File: src/pkg/pts_defs.vh
// Constants for the period timer with pre- and postscaler
`ifndef PTS_DEFS_VH
`define PTS_DEFS_VH

// Register byte addresses on the APB slave
`define PTS_ADDR_COUNT   12'h000
`define PTS_ADDR_LIMIT   12'h004
`define PTS_ADDR_CTRL    12'h008
`define PTS_ADDR_FLAG    12'h00C

// Control register fields
`define PTS_CTRL_PRE_LO  0
`define PTS_CTRL_PRE_HI  1
`define PTS_CTRL_RUN     2
`define PTS_CTRL_POST_LO 3
`define PTS_CTRL_POST_HI 6

// Flag register field
`define PTS_FLAG_BIT     1

// Reset values
`define PTS_COUNT_RST    8'h00
`define PTS_LIMIT_RST    8'hFF
`define PTS_CTRL_RST     7'h00

// Instruction clock is the core clock divided by four
`define PTS_ICLK_DIV     2'h3

// Prescale terminal counts (ratio minus one)
`define PTS_PRE_DIV1     4'h0
`define PTS_PRE_DIV4     4'h3
`define PTS_PRE_DIV16    4'hF

`endif

File: src/hw/pts_postscaler.v
// Four-bit postscaler counting period matches
`timescale 1ns/1ps
`default_nettype none

module pts_postscaler #(
    parameter W = 4
) (
    input  wire         mclk,
    input  wire         reset,
    input  wire         clear,
    input  wire         match,
    input  wire [W-1:0] ratio,
    output reg          done
);

    reg [W-1:0] post_r;

    // Divide matches by ratio plus one
    always @(posedge mclk) begin
        if (reset || clear) begin
            post_r <= {W{1'b0}};
            done   <= 1'b0;
        end else begin
            done <= 1'b0;
            if (match) begin
                if (post_r >= ratio) begin
                    post_r <= {W{1'b0}};
                    done   <= 1'b1;
                end else begin
                    post_r <= post_r + {{(W-1){1'b0}}, 1'b1};
                end
            end
        end
    end

endmodule // pts_postscaler

`default_nettype wire

File: src/hw/pts_prescaler.v
// Instruction clock divider and selectable input prescaler
`timescale 1ns/1ps
`default_nettype none
`include "pts_defs.vh"

module pts_prescaler (
    input  wire       mclk,
    input  wire       reset,
    input  wire       clear,
    input  wire       run,
    input  wire [1:0] sel,
    output reg        tick
);

    reg  [1:0] phase_r;
    reg  [3:0] pre_r;
    reg  [3:0] term;
    wire       iclk_en;

    // Decode divide ratio; both upper codes give 1:16
    always @* begin
        case (sel)
            2'h0:    term = `PTS_PRE_DIV1;
            2'h1:    term = `PTS_PRE_DIV4;
            default: term = `PTS_PRE_DIV16;
        endcase
    end

    assign iclk_en = (phase_r == `PTS_ICLK_DIV);

    // Quarter-rate phase runs free so the cycle grid never slips
    always @(posedge mclk) begin
        if (reset) begin
            phase_r <= 2'h0;
        end else begin
            phase_r <= phase_r + 2'h1;
        end
    end

    // Prescale counter, cleared by reset or by count or control writes
    always @(posedge mclk) begin
        if (reset || clear) begin
            pre_r <= 4'h0;
            tick  <= 1'b0;
        end else begin
            tick <= 1'b0;
            if (run && iclk_en) begin
                if (pre_r >= term) begin
                    pre_r <= 4'h0;
                    tick  <= 1'b1;
                end else begin
                    pre_r <= pre_r + 4'h1;
                end
            end
        end
    end

endmodule // pts_prescaler

`default_nettype wire

File: src/hw/pts_timer.v
// Period timer top: APB registers, counter, pre- and postscaler
// Functional notes
// - The timer is an 8-bit up-counter fed by the prescaled instruction clock, with a postscaler on its match.
// - The counter input is the instruction clock divided by 1, 4 or 16 per the prescale select field.
// - Software may read and write the count register at any time.
// - Every reset clears the count register.
// - The count rises from zero to the limit, then returns to zero on the next increment, forming the match.
// - The limit register is read/write and resets to all ones.
// - Matches pass through a 4-bit postscaler whose completion sets the match flag.
// - The counter stops while the run bit, bit 2 of control, is clear.
// - Writes to count or control, and any reset, clear the prescaler and postscaler.
// - Writing the control register leaves the count unchanged.
// - The raw match, before the postscaler, goes to the serial port as a shift clock source.
// - The raw match is the PWM period time base for the capture/compare unit.
`timescale 1ns/1ps
`default_nettype none
`include "pts_defs.vh"

module pts_timer #(
    parameter CW = 8,
    parameter PW = 4
) (
    input  wire        mclk,
    input  wire        reset,
    input  wire        psel,
    input  wire        penable,
    input  wire        pwrite,
    input  wire [11:0] paddr,
    input  wire [31:0] pwdata,
    output reg  [31:0] prdata,
    output reg         pready,
    output reg         pslverr,
    output reg         sync_serial_port_tick,
    output reg         capture_compare_unit_base,
    output reg         period_match_flag
);

    reg  [CW-1:0] period_count_reg_r;
    reg  [CW-1:0] period_count_reg_nxt;
    reg  [CW-1:0] period_limit_reg_r;
    reg  [6:0]    timer_control_reg_r;
    reg           flag_nxt;
    reg  [31:0]   rdata_nxt;
    reg           hit_nxt;
    reg           match_nxt;
    wire          setup;
    wire          wr_count;
    wire          wr_limit;
    wire          wr_ctrl;
    wire          wr_flag;
    wire          scaler_clr;
    wire          pre_tick;
    wire          post_done;
    wire          timer_run_bit;
    wire [1:0]    input_prescale_select;
    wire [PW-1:0] post_ratio;

    // Decode in the setup phase; every access answers in the next cycle
    assign setup    = psel && !penable;
    assign wr_count = setup && pwrite && (paddr == `PTS_ADDR_COUNT);
    assign wr_limit = setup && pwrite && (paddr == `PTS_ADDR_LIMIT);
    assign wr_ctrl  = setup && pwrite && (paddr == `PTS_ADDR_CTRL);
    assign wr_flag  = setup && pwrite && (paddr == `PTS_ADDR_FLAG);

    // Writes to count or control restart both scalers
    assign scaler_clr = wr_count || wr_ctrl;

    // Control fields
    assign timer_run_bit         = timer_control_reg_r[`PTS_CTRL_RUN];
    assign input_prescale_select =
        timer_control_reg_r[`PTS_CTRL_PRE_HI:`PTS_CTRL_PRE_LO];
    assign post_ratio =
        timer_control_reg_r[`PTS_CTRL_POST_HI:`PTS_CTRL_POST_LO];

    // Prescaler gates the counter; it stops with the run bit
    pts_prescaler u_pre (
        .mclk  (mclk),
        .reset (reset),
        .clear (scaler_clr),
        .run   (timer_run_bit),
        .sel   (input_prescale_select),
        .tick  (pre_tick)
    );

    // Postscaler on the raw match
    pts_postscaler #(
        .W (PW)
    ) u_post (
        .mclk  (mclk),
        .reset (reset),
        .clear (scaler_clr),
        .match (match_nxt),
        .ratio (post_ratio),
        .done  (post_done)
    );

    // Count next value; a software write wins over an increment
    always @* begin
        period_count_reg_nxt = period_count_reg_r;
        hit_nxt              = (period_count_reg_r == period_limit_reg_r);
        match_nxt            = 1'b0;
        if (wr_count) begin
            period_count_reg_nxt = pwdata[CW-1:0];
        end else if (pre_tick && timer_run_bit) begin
            if (hit_nxt) begin
                period_count_reg_nxt = {CW{1'b0}};
                match_nxt            = 1'b1;
            end else begin
                period_count_reg_nxt = period_count_reg_r +
                                       {{(CW-1){1'b0}}, 1'b1};
            end
        end
    end

    // Count and limit storage; control writes leave the count alone
    always @(posedge mclk) begin
        if (reset) begin
            period_count_reg_r  <= `PTS_COUNT_RST;
            period_limit_reg_r  <= `PTS_LIMIT_RST;
            timer_control_reg_r <= `PTS_CTRL_RST;
        end else begin
            period_count_reg_r <= period_count_reg_nxt;
            if (wr_limit) begin
                period_limit_reg_r <= pwdata[CW-1:0];
            end
            if (wr_ctrl) begin
                timer_control_reg_r <= pwdata[6:0];
            end
        end
    end

    // Flag: postscaler completion wins over a clear in the same cycle
    always @* begin
        flag_nxt = period_match_flag;
        if (wr_flag && !pwdata[`PTS_FLAG_BIT]) begin
            flag_nxt = 1'b0;
        end
        if (post_done) begin
            flag_nxt = 1'b1;
        end
    end

    // Read mux; unused bits read as zero
    always @* begin
        rdata_nxt = 32'h0000_0000;
        case (paddr)
            `PTS_ADDR_COUNT: rdata_nxt[CW-1:0] = period_count_reg_r;
            `PTS_ADDR_LIMIT: rdata_nxt[CW-1:0] = period_limit_reg_r;
            `PTS_ADDR_CTRL:  rdata_nxt[6:0]    = timer_control_reg_r;
            `PTS_ADDR_FLAG:  rdata_nxt[`PTS_FLAG_BIT] = period_match_flag;
            default:         rdata_nxt = 32'h0000_0000;
        endcase
    end

    // APB answer one cycle after setup; unmapped addresses error
    always @(posedge mclk) begin
        if (reset) begin
            prdata  <= 32'h0000_0000;
            pready  <= 1'b0;
            pslverr <= 1'b0;
        end else begin
            pready  <= setup;
            pslverr <= setup && (paddr != `PTS_ADDR_COUNT) &&
                       (paddr != `PTS_ADDR_LIMIT) &&
                       (paddr != `PTS_ADDR_CTRL) &&
                       (paddr != `PTS_ADDR_FLAG);
            if (setup && !pwrite) begin
                prdata <= rdata_nxt;
            end
        end
    end

    // Registered outputs: flag and the raw match to its consumers
    always @(posedge mclk) begin
        if (reset) begin
            period_match_flag         <= 1'b0;
            sync_serial_port_tick     <= 1'b0;
            capture_compare_unit_base <= 1'b0;
        end else begin
            period_match_flag         <= flag_nxt;
            sync_serial_port_tick     <= match_nxt;
            capture_compare_unit_base <= match_nxt;
        end
    end

endmodule // pts_timer

`default_nettype wire

File: config.mk
export PLATFORM = sky130hd
export DESIGN_NAME = pts_timer
export DESIGN_NICKNAME = d
export VERILOG_FILES = /design/src/hw/pts_postscaler.v /design/src/hw/pts_prescaler.v /design/src/hw/pts_timer.v
export VERILOG_INCLUDE_DIRS = /design/src /design/src/pkg
export SDC_FILE = /design/constraint.sdc
export NUM_CORES = 1
export LEC_CHECK = 0
export ABC_AREA = 1
export BUFFER_PORTS_ARGS = -buffer_cell sky130_fd_sc_hd__buf_2
export CORE_MARGIN = 4
export CORE_UTILIZATION = 30
export CTS_CLUSTER_SIZE = 28
export DETAILED_ROUTE_END_ITERATION = 10
export RECOVER_POWER = 100
export SLEW_MARGIN = 5
export SYNTH_ARGS = -nofsm -noshare
export SYNTH_HDL_FRONTEND = slang
export SYNTH_SLANG_ARGS = --single-unit
File: constraint.sdc
create_clock -name mclk -period 4.4 [get_ports mclk]
set_clock_uncertainty 0.15 [all_clocks]
set_input_delay 0.44 -clock mclk [delete_from_list [all_inputs] [get_ports mclk]]
set_output_delay 0.44 -clock mclk [all_outputs]
set_load 0.02 [all_outputs]
==> flow_summary.ini, run 1 <==
[drt]
wire_per_inst_um = 11.5
ant_nets = 0
firstDrtPassIters = 4
dr_wl_met2_um = 3060
met3_wirelength_um = 405
routed.top_layer = met4
wirelength_um = 6700
vias = 2564
wl_met1_um = 3190
vias_per_cell = 4.42
drc = 0
drt_iter0_markers = 111

[critical_path]
rr_worst_depth = 7
cp_slowest_cell = nand3_1
cp_data_arrival_time_ns = 3.10
critPathLaunch = paddr[11]
reg2reg_slack_ns = 2.39
cp-start-kind = input pin
cp_max_fo = 26
worstSetupPathType = in2reg
reg2reg_to = u_post.post_r[1]$_SDFFE_PP0P_
max_stage_delay_ns = 0.85
rr_startpoint = timer_control_reg_r[2]$_SDFFE_PP0P_
worstPathCellList = buf_2 -> nor2_1 -> nand2_1 -> nor2_4 -> nand3_1 -> nand2_1 -> nor2_2 -> nand2_2 -> nand2_1 -> nor2_1
worstPathRequired_ns = 4.49
crit_path_end_kind = flip-flop
crit_top_cell = nand2_1
crit_end = u_post.post_r[1]$_SDFFE_PP0P_

[global_routing]
grt_pass1_wl_um = 11300
grt_max_degree = 27
antenna_found_initial = 0
grt_pass1_vias = 2407
grt_usage_pct = 12.1
overflow = 0

[sta]
layout_setup_ws_ns = 1.39
rsz0062_at_grt = no
slew_headroom_pct = 27.8
fin_hold_ws_ns = 0.266
timing.setup.tns_ns = 0
fmax_mhz = 332
tightest_slew_ns = 1.08
min_period_ns = 3.01
period_share_pct = 68.4
maxSlewViolCount = 0
finalSetupViolCount = 0
hold_viol_final = 0

[cells_and_area]
diodes = 0
drive_gt1_share_pct = 12.6
final_area_mm2 = 0.00318
utilization_pct = 33.9
nNetsFinal = 511
num-fill-cells = 1033
area_delta_synth_final_pct = 8.69

[placed_design]
dp_hpwl_um = 5140
place_congestion = 0.832
place_area_mm2 = 0.00310
portBuffers = 37
dpl_worst_slack_ns = 1.94

[pwr]
power.density_mw_per_mm2 = 260
peakVddDrop_v = 0.000160
leakage_nw = 1.48

[yosys]
synth_area_leaders = dfxtp_1 (32%), nand2_1 (11%), nand3_1 (7.0%)
yosysTopAreaCellShare_pct = 32.2
yosysWarningCount = 0
synth_area_leader_cell = dfxtp_1
post_synth_num_cell_types = 31
postSynthAreaPerCell_um2 = 6.97
syn_inst = 419
synth.ff_latch_count = 47
netlist_area_mm2 = 0.00292
seq_area_frac_synth_pct = 32.2

[clock_network]
cts_buffer_depth = 2
postCtsHoldBufs = 0
clkTransAtPathRegs_ns = 0.10
clock_latency_ns = 0.31
cts_root_buf = clkbuf_8
cts.sinks = 47
cts_tree = built
cts_resized = 0
cts_setup_buffers = 0
htree_levels = 2
cts_made_buffers = 5

[die]
dieArea_mm2 = 0.0114
num_rows = 35
core_area_mm2 = 0.00937
chipHeight_um = 107
io_pins = 86
die_width_um = 107
start_util_pct = 31.2

[run]
maxCapViolCount = 0

[status]
status = finished clean

[min_path]
min_path_type = in2reg
[metal layers]
layer	track usage [%]	vias to the layer above
li1	-	1359
met1	16.3	1136
met2	20.0	65
met3	2.47	4
met4	3.01	0
met5	0	-
[worst max-delay path: cells and delay by family]
family,cells,cell delay (ns)
buffers and inverters,1,0.09
AND/OR/NAND/NOR,9,2.55
[sequential cells by signal, summed over array words and instances (netlist names), 2 cells and up]
signal and flops:
u_pre.phase_r 2, period_limit_reg_r 8, u_pre.pre_r 4, u_post.post_r 4, timer_control_reg_r 7, prdata 8
period_count_reg_r 8
[power breakdown]
| part | total (mW) | switching (mW) | internal [mW] |
|---|---|---|---|
| logic | 0.0632 | 0.0486 | 0.0146 |
| clock network | 0.333 | 0.149 | 0.184 |
| registers | 0.429 | 0.00121 | 0.428 |
| total | 0.826 | 0.199 | 0.627 |
[synth_stat cells, drive strengths merged]
master,count
xor2,6
clkbuf,3
nand2,90
buf,33
nor2,62
o211ai,11
or2,1
ha,12
inv,52
nand3,47
clkinv,1
xnor2,2
nand4,7
a21oi,21
nor3,4
conb,1
o21ai,19
dfxtp,47
[through the flow]
stage | power, mW | std cells
after floorplan | 0.499 | 442
after global placement | 0.503 | 572
after global routing | 0.863 | 580
after CTS | 0.840 | 580
after detailed placement | 0.504 | 572
final | 0.826 | 580
[layout make-up]
type                    count  area (um2)  area share (%)
clock buffers               6        82.6            2.60
clock inverters             2        35.0            1.10
inverters                  53         200            6.30
multi-input cells         306        1590            50.0
flip-flops and latches     47         941            29.6
well taps                 129         161            5.08
repair buffers             37         168            5.28
[kinds of logic (layout without fill, tap and decap cells)]
| logic type | count (synthesis) | count (layout) | synth area share (%) |
|---|---|---|---|
| adders and majority gates | 12 | 12 | 5.14 |
| buffers and inverters | 89 | 98 | 15.5 |
| xor gates and xnor gates | 8 | 8 | 2.40 |
| DFF | 47 | 47 | 32.2 |
| other | 1 | 24 | 0.128 |
| AOI/OAI and AO/OA | 51 | 51 | 10.1 |
| and+or+nand+nor | 211 | 211 | 34.6 |
[worst min-delay path by stage]
stage,from,endpoint,cells after the start
after detailed placement,u_pre.phase_r[0]$_SDFF_PP0_,u_pre.phase_r[0]$_SDFF_PP0_,1
after global routing,pwdata[2],timer_control_reg_r[2]$_SDFFE_PP0P_,3
after CTS,psel,pready$_SDFF_PP0_,3
after global placement,u_pre.phase_r[0]$_SDFF_PP0_,u_pre.phase_r[0]$_SDFF_PP0_,1
after floorplan,u_pre.phase_r[0]$_SDFF_PP0_,u_pre.phase_r[0]$_SDFF_PP0_,1
final,psel,pready$_SDFF_PP0_,3
[cell usage in the layout (no fill, tap or decap)]
cell type / instances
nand2_1: 88
nor2_1: 54
inv_1: 47
dfxtp_1: 47
nand3_1: 43
conb_1: 24
buf_2: 23
a21oi_1: 21
clkbuf_1: 14
ha_1: 12
o211ai_1: 11
o21ai_0: 11
xor2_1: 6
nand4_1: 6
clkbuf_8: 6
o21ai_1: 5
nor2_4: 4
nor2_2: 4
inv_2: 4
nand3_2: 4
o21ai_2: 3
clkinv_2: 2
nor3_4: 2
nor3_1: 2
xnor2_1: 2
nand2_4: 1
nand4_4: 1
nand2_2: 1
clkinv_1: 1
or2_2: 1
bufinv_16: 1
No activity file was read; power rests on OpenSTA's default activity.
==> inputs of run 2 (changes only) <==
--- a/config.mk
+++ b/config.mk
@@ -6,7 +6,7 @@
 export SDC_FILE = /design/constraint.sdc
 export NUM_CORES = 1
 export LEC_CHECK = 0
-export ABC_AREA = 1
+export ABC_AREA = 0
 export BUFFER_PORTS_ARGS = -buffer_cell sky130_fd_sc_hd__buf_2
 export CORE_MARGIN = 4
 export CORE_UTILIZATION = 30
==> constraint.sdc (replaced) <==
create_clock -name mclk -period 2.98 [get_ports mclk]
set_clock_uncertainty 0.15 [all_clocks]
set_input_delay 0.298 -clock mclk [delete_from_list [all_inputs] [get_ports mclk]]
set_output_delay 0.298 -clock mclk [all_outputs]
set_load 0.02 [all_outputs]
==> run 2 against run 1 <==
The run now ends with max-capacitance violations, max-slew violations left; hold slack lost 0.18 ns; clock power up 10%; power rose by 33%; via count down 18%; critical path depth decreased by 3.
==> flow_summary.ini, run 2 <==
[sta]
maxSlewViolCount = 37
tightest_slew_ns = 1.62
rsz0062_at_grt = no
period_share_pct = 84.2
layout_setup_ws_ns = 0.471
fin_hold_ws_ns = 0.0859
hold_viol_final = 0
slew_headroom_pct = -7.92
timing.setup.tns_ns = 0
min_period_ns = 2.51
finalSetupViolCount = 0
fmax_mhz = 399

[yosys]
synth.most_common_cell = dfxtp_1
synth.top_cells.by_count = dfxtp_1 (47), nor2_1 (32), buf_4 (25)
synth_ff_type = dfxtp_1
synth_top_family_by_area = simple AND/OR/NAND/NOR gates
yosysWarningCount = 0
syn_inst = 297
post_synth_num_cell_types = 52
postSynthAreaPerCell_um2 = 8.94
synth-edff-count = 0
async_reset_ff_share_pct = 0
synth_xor_xnor_area_share_pct = 3.63
synth.ff_latch_count = 47
synth.area.mux_share_pct = 6.88
synth_compound_area_share_pct = 15.7
synth_simple_gate_area_share_pct = 21.5
yosysTopAreaCellShare_pct = 35.5
seq_area_frac_synth_pct = 35.5
netlist_area_mm2 = 0.00265
synth_area_leaders = dfxtp_1 (35%), buf_4 (7.1%), mux2i_1 (6.0%)
synth_fa_ha_area_share_pct = 5.66
synth_area_leader_cell = dfxtp_1

[pwr]
peakVddDrop_v = 0.000175
leakage_nw = 1.09
seqPwrFrac_pct = 58.0
p_clk_share_pct = 33.5
swShare_pct = 24.8
power.density_mw_per_mm2 = 381
p_int_mw = 0.824
p_comb_share_pct = 8.5
p_sw_mw = 0.272

[cells_and_area]
reg.largest.list = period_count_reg_r x8, period_limit_reg_r x8, prdata x8
seq_area_um2 = 941
layout_common_cells = dfxtp_1 (47), nor2_1 (32), conb_1 (24)
area_delta_synth_final_pct = 8.53
diodes = 0
nNetsFinal = 392
multi_input_area_mm2 = 0.00150
num-fill-cells = 924
layout_commonest_cell = dfxtp_1
drive_gt1_share_pct = 12.3
final_area_mm2 = 0.00288

[status]
violations = max-capacitance violations, max-slew violations
status = finished, violations left

[clock_network]
cts_setup_buffers = 0
postCtsHoldBufs = 0
cts_tree = built
clock_latency_ns = 0.30
cts_made_buffers = 5
cts.sinks = 47
htree_levels = 2
cts_root_buf = clkbuf_8
clkTransAtPathRegs_ns = 0.08
cts_buffer_depth = 2
cts_resized = 0

[die]
core_area_mm2 = 0.00868
dieArea_mm2 = 0.0104
io_pins = 86
chipHeight_um = 102
die_width_um = 102
start_util_pct = 30.6
num_rows = 34

[global_routing]
grt_pass1_vias = 1981
overflow = 0
grt_usage_pct = 11.9
grt_pass1_wl_um = 9800
grt_max_degree = 37
antenna_found_initial = 0

[drt]
ant_nets = 0
vias_per_cell = 4.77
wirelength_um = 5870
firstDrtPassIters = 4
drc = 0
vias = 2099
drt_iter0_markers = 74
wire_per_inst_um = 13.3

[run]
maxCapViolCount = 1

[placed_design]
portBuffers = 37
dp_hpwl_um = 4410
place_area_mm2 = 0.00284
dpl_worst_slack_ns = 0.621
place_congestion = 0.828

[critical_path]
worstSetupPathType = in2reg
crit_path_end_kind = flip-flop
worstPathRequired_ns = 3.01
cp_max_fo = 10
cp_data_arrival_time_ns = 2.54
cp-start-kind = input pin

[min_path]
min_path_type = in2reg
## run 2: cell count changes in the layout (fill, tap and decap cells not counted), sizes merged, moves of 10 or more
cell    previous run  this run
inv               51        11
nor2b              0        12
a21oi             21         8
mux2i              0        16
nand3             47         8
a211oi             0        10
nor2              62        32
o211ai            11         0
nand2             90        11
## run 2: routing by layer
metal	share of wire [%]	wire length [um]	track usage (%)	vias up
li1	-	-	-	1075
met1	47	2760	16.1	986
met2	48	2810	18.7	34
met3	4.4	256	3.07	4
met4	0.82	48	3.43	0
met5	0	0	0	-
## run 2: layout make-up
class	count	share of cell area [%]
clock buffers	7	2.65
clock inverters	1	0.174
inverters	11	1.43
multi-input cells	225	52.0
flip-flops and latches	47	32.7
well taps	108	4.69
repair buffers	41	6.43
## run 2: logic make-up (layout without fill, tap and decap cells)
family / count (synthesis) / after routing
buf+inv: 48 / 60
flops: 47 / 47
xor+xnor: 11 / 11
other cells: 1 / 24
mux: 17 / 17
simple gates: 100 / 100
compound gates: 61 / 61
fa+ha+maj: 12 / 12
## run 2: worst paths after layout
kind | start | to | slack [ns] | cells after the start
worst max register to register | period_count_reg_r[6]$_SDFFE_PP0P_ | u_post.post_r[3]$_SDFFE_PP0P_ | 0.65 | 5
worst min-delay path | pwdata[7] | period_limit_reg_r[7]$_SDFFE_PP1P_ | 0.09 | 2
worst max-delay path | paddr[9] | period_limit_reg_r[2]$_SDFFE_PP1P_ | 0.47 | 7
worst min register to register | u_pre.phase_r[0]$_SDFF_PP0_ | u_pre.phase_r[0]$_SDFF_PP0_ | 0.27 | 1
## run 2: critical path, cell delays in order
cell and delay [ns]:
buf_2 0.10, nor4_1 0.40, nand4_2 0.21, nor3b_1 0.72, clkbuf_1 0.44, nor2b_1 0.09
a211o_1 0.28
## run 2: power groups by stage
stage	Sequential, mW	Clock [mW]	Combinational [mW]
4_1_cts	0.636	0.377	0.0946
3_5_place_dp	0.650	0	0.0943
2_1_floorplan	0.651	0	0.0880
5_1_grt	0.637	0.403	0.104
6_report	0.636	0.367	0.0933
3_3_place_gp	0.650	0	0.0938
## run 2: stage by stage
stage | std cells | power [mW] | utilization [%]
5_1_grt | 440 | 1.14 | 33.2
6_report | 440 | 1.10 | 33.2
3_3_place_gp | 432 | 0.744 | 32.7
3_5_place_dp | 432 | 0.745 | 32.7
2_1_floorplan | 320 | 0.739 | -
4_1_cts | 440 | 1.11 | 33.7
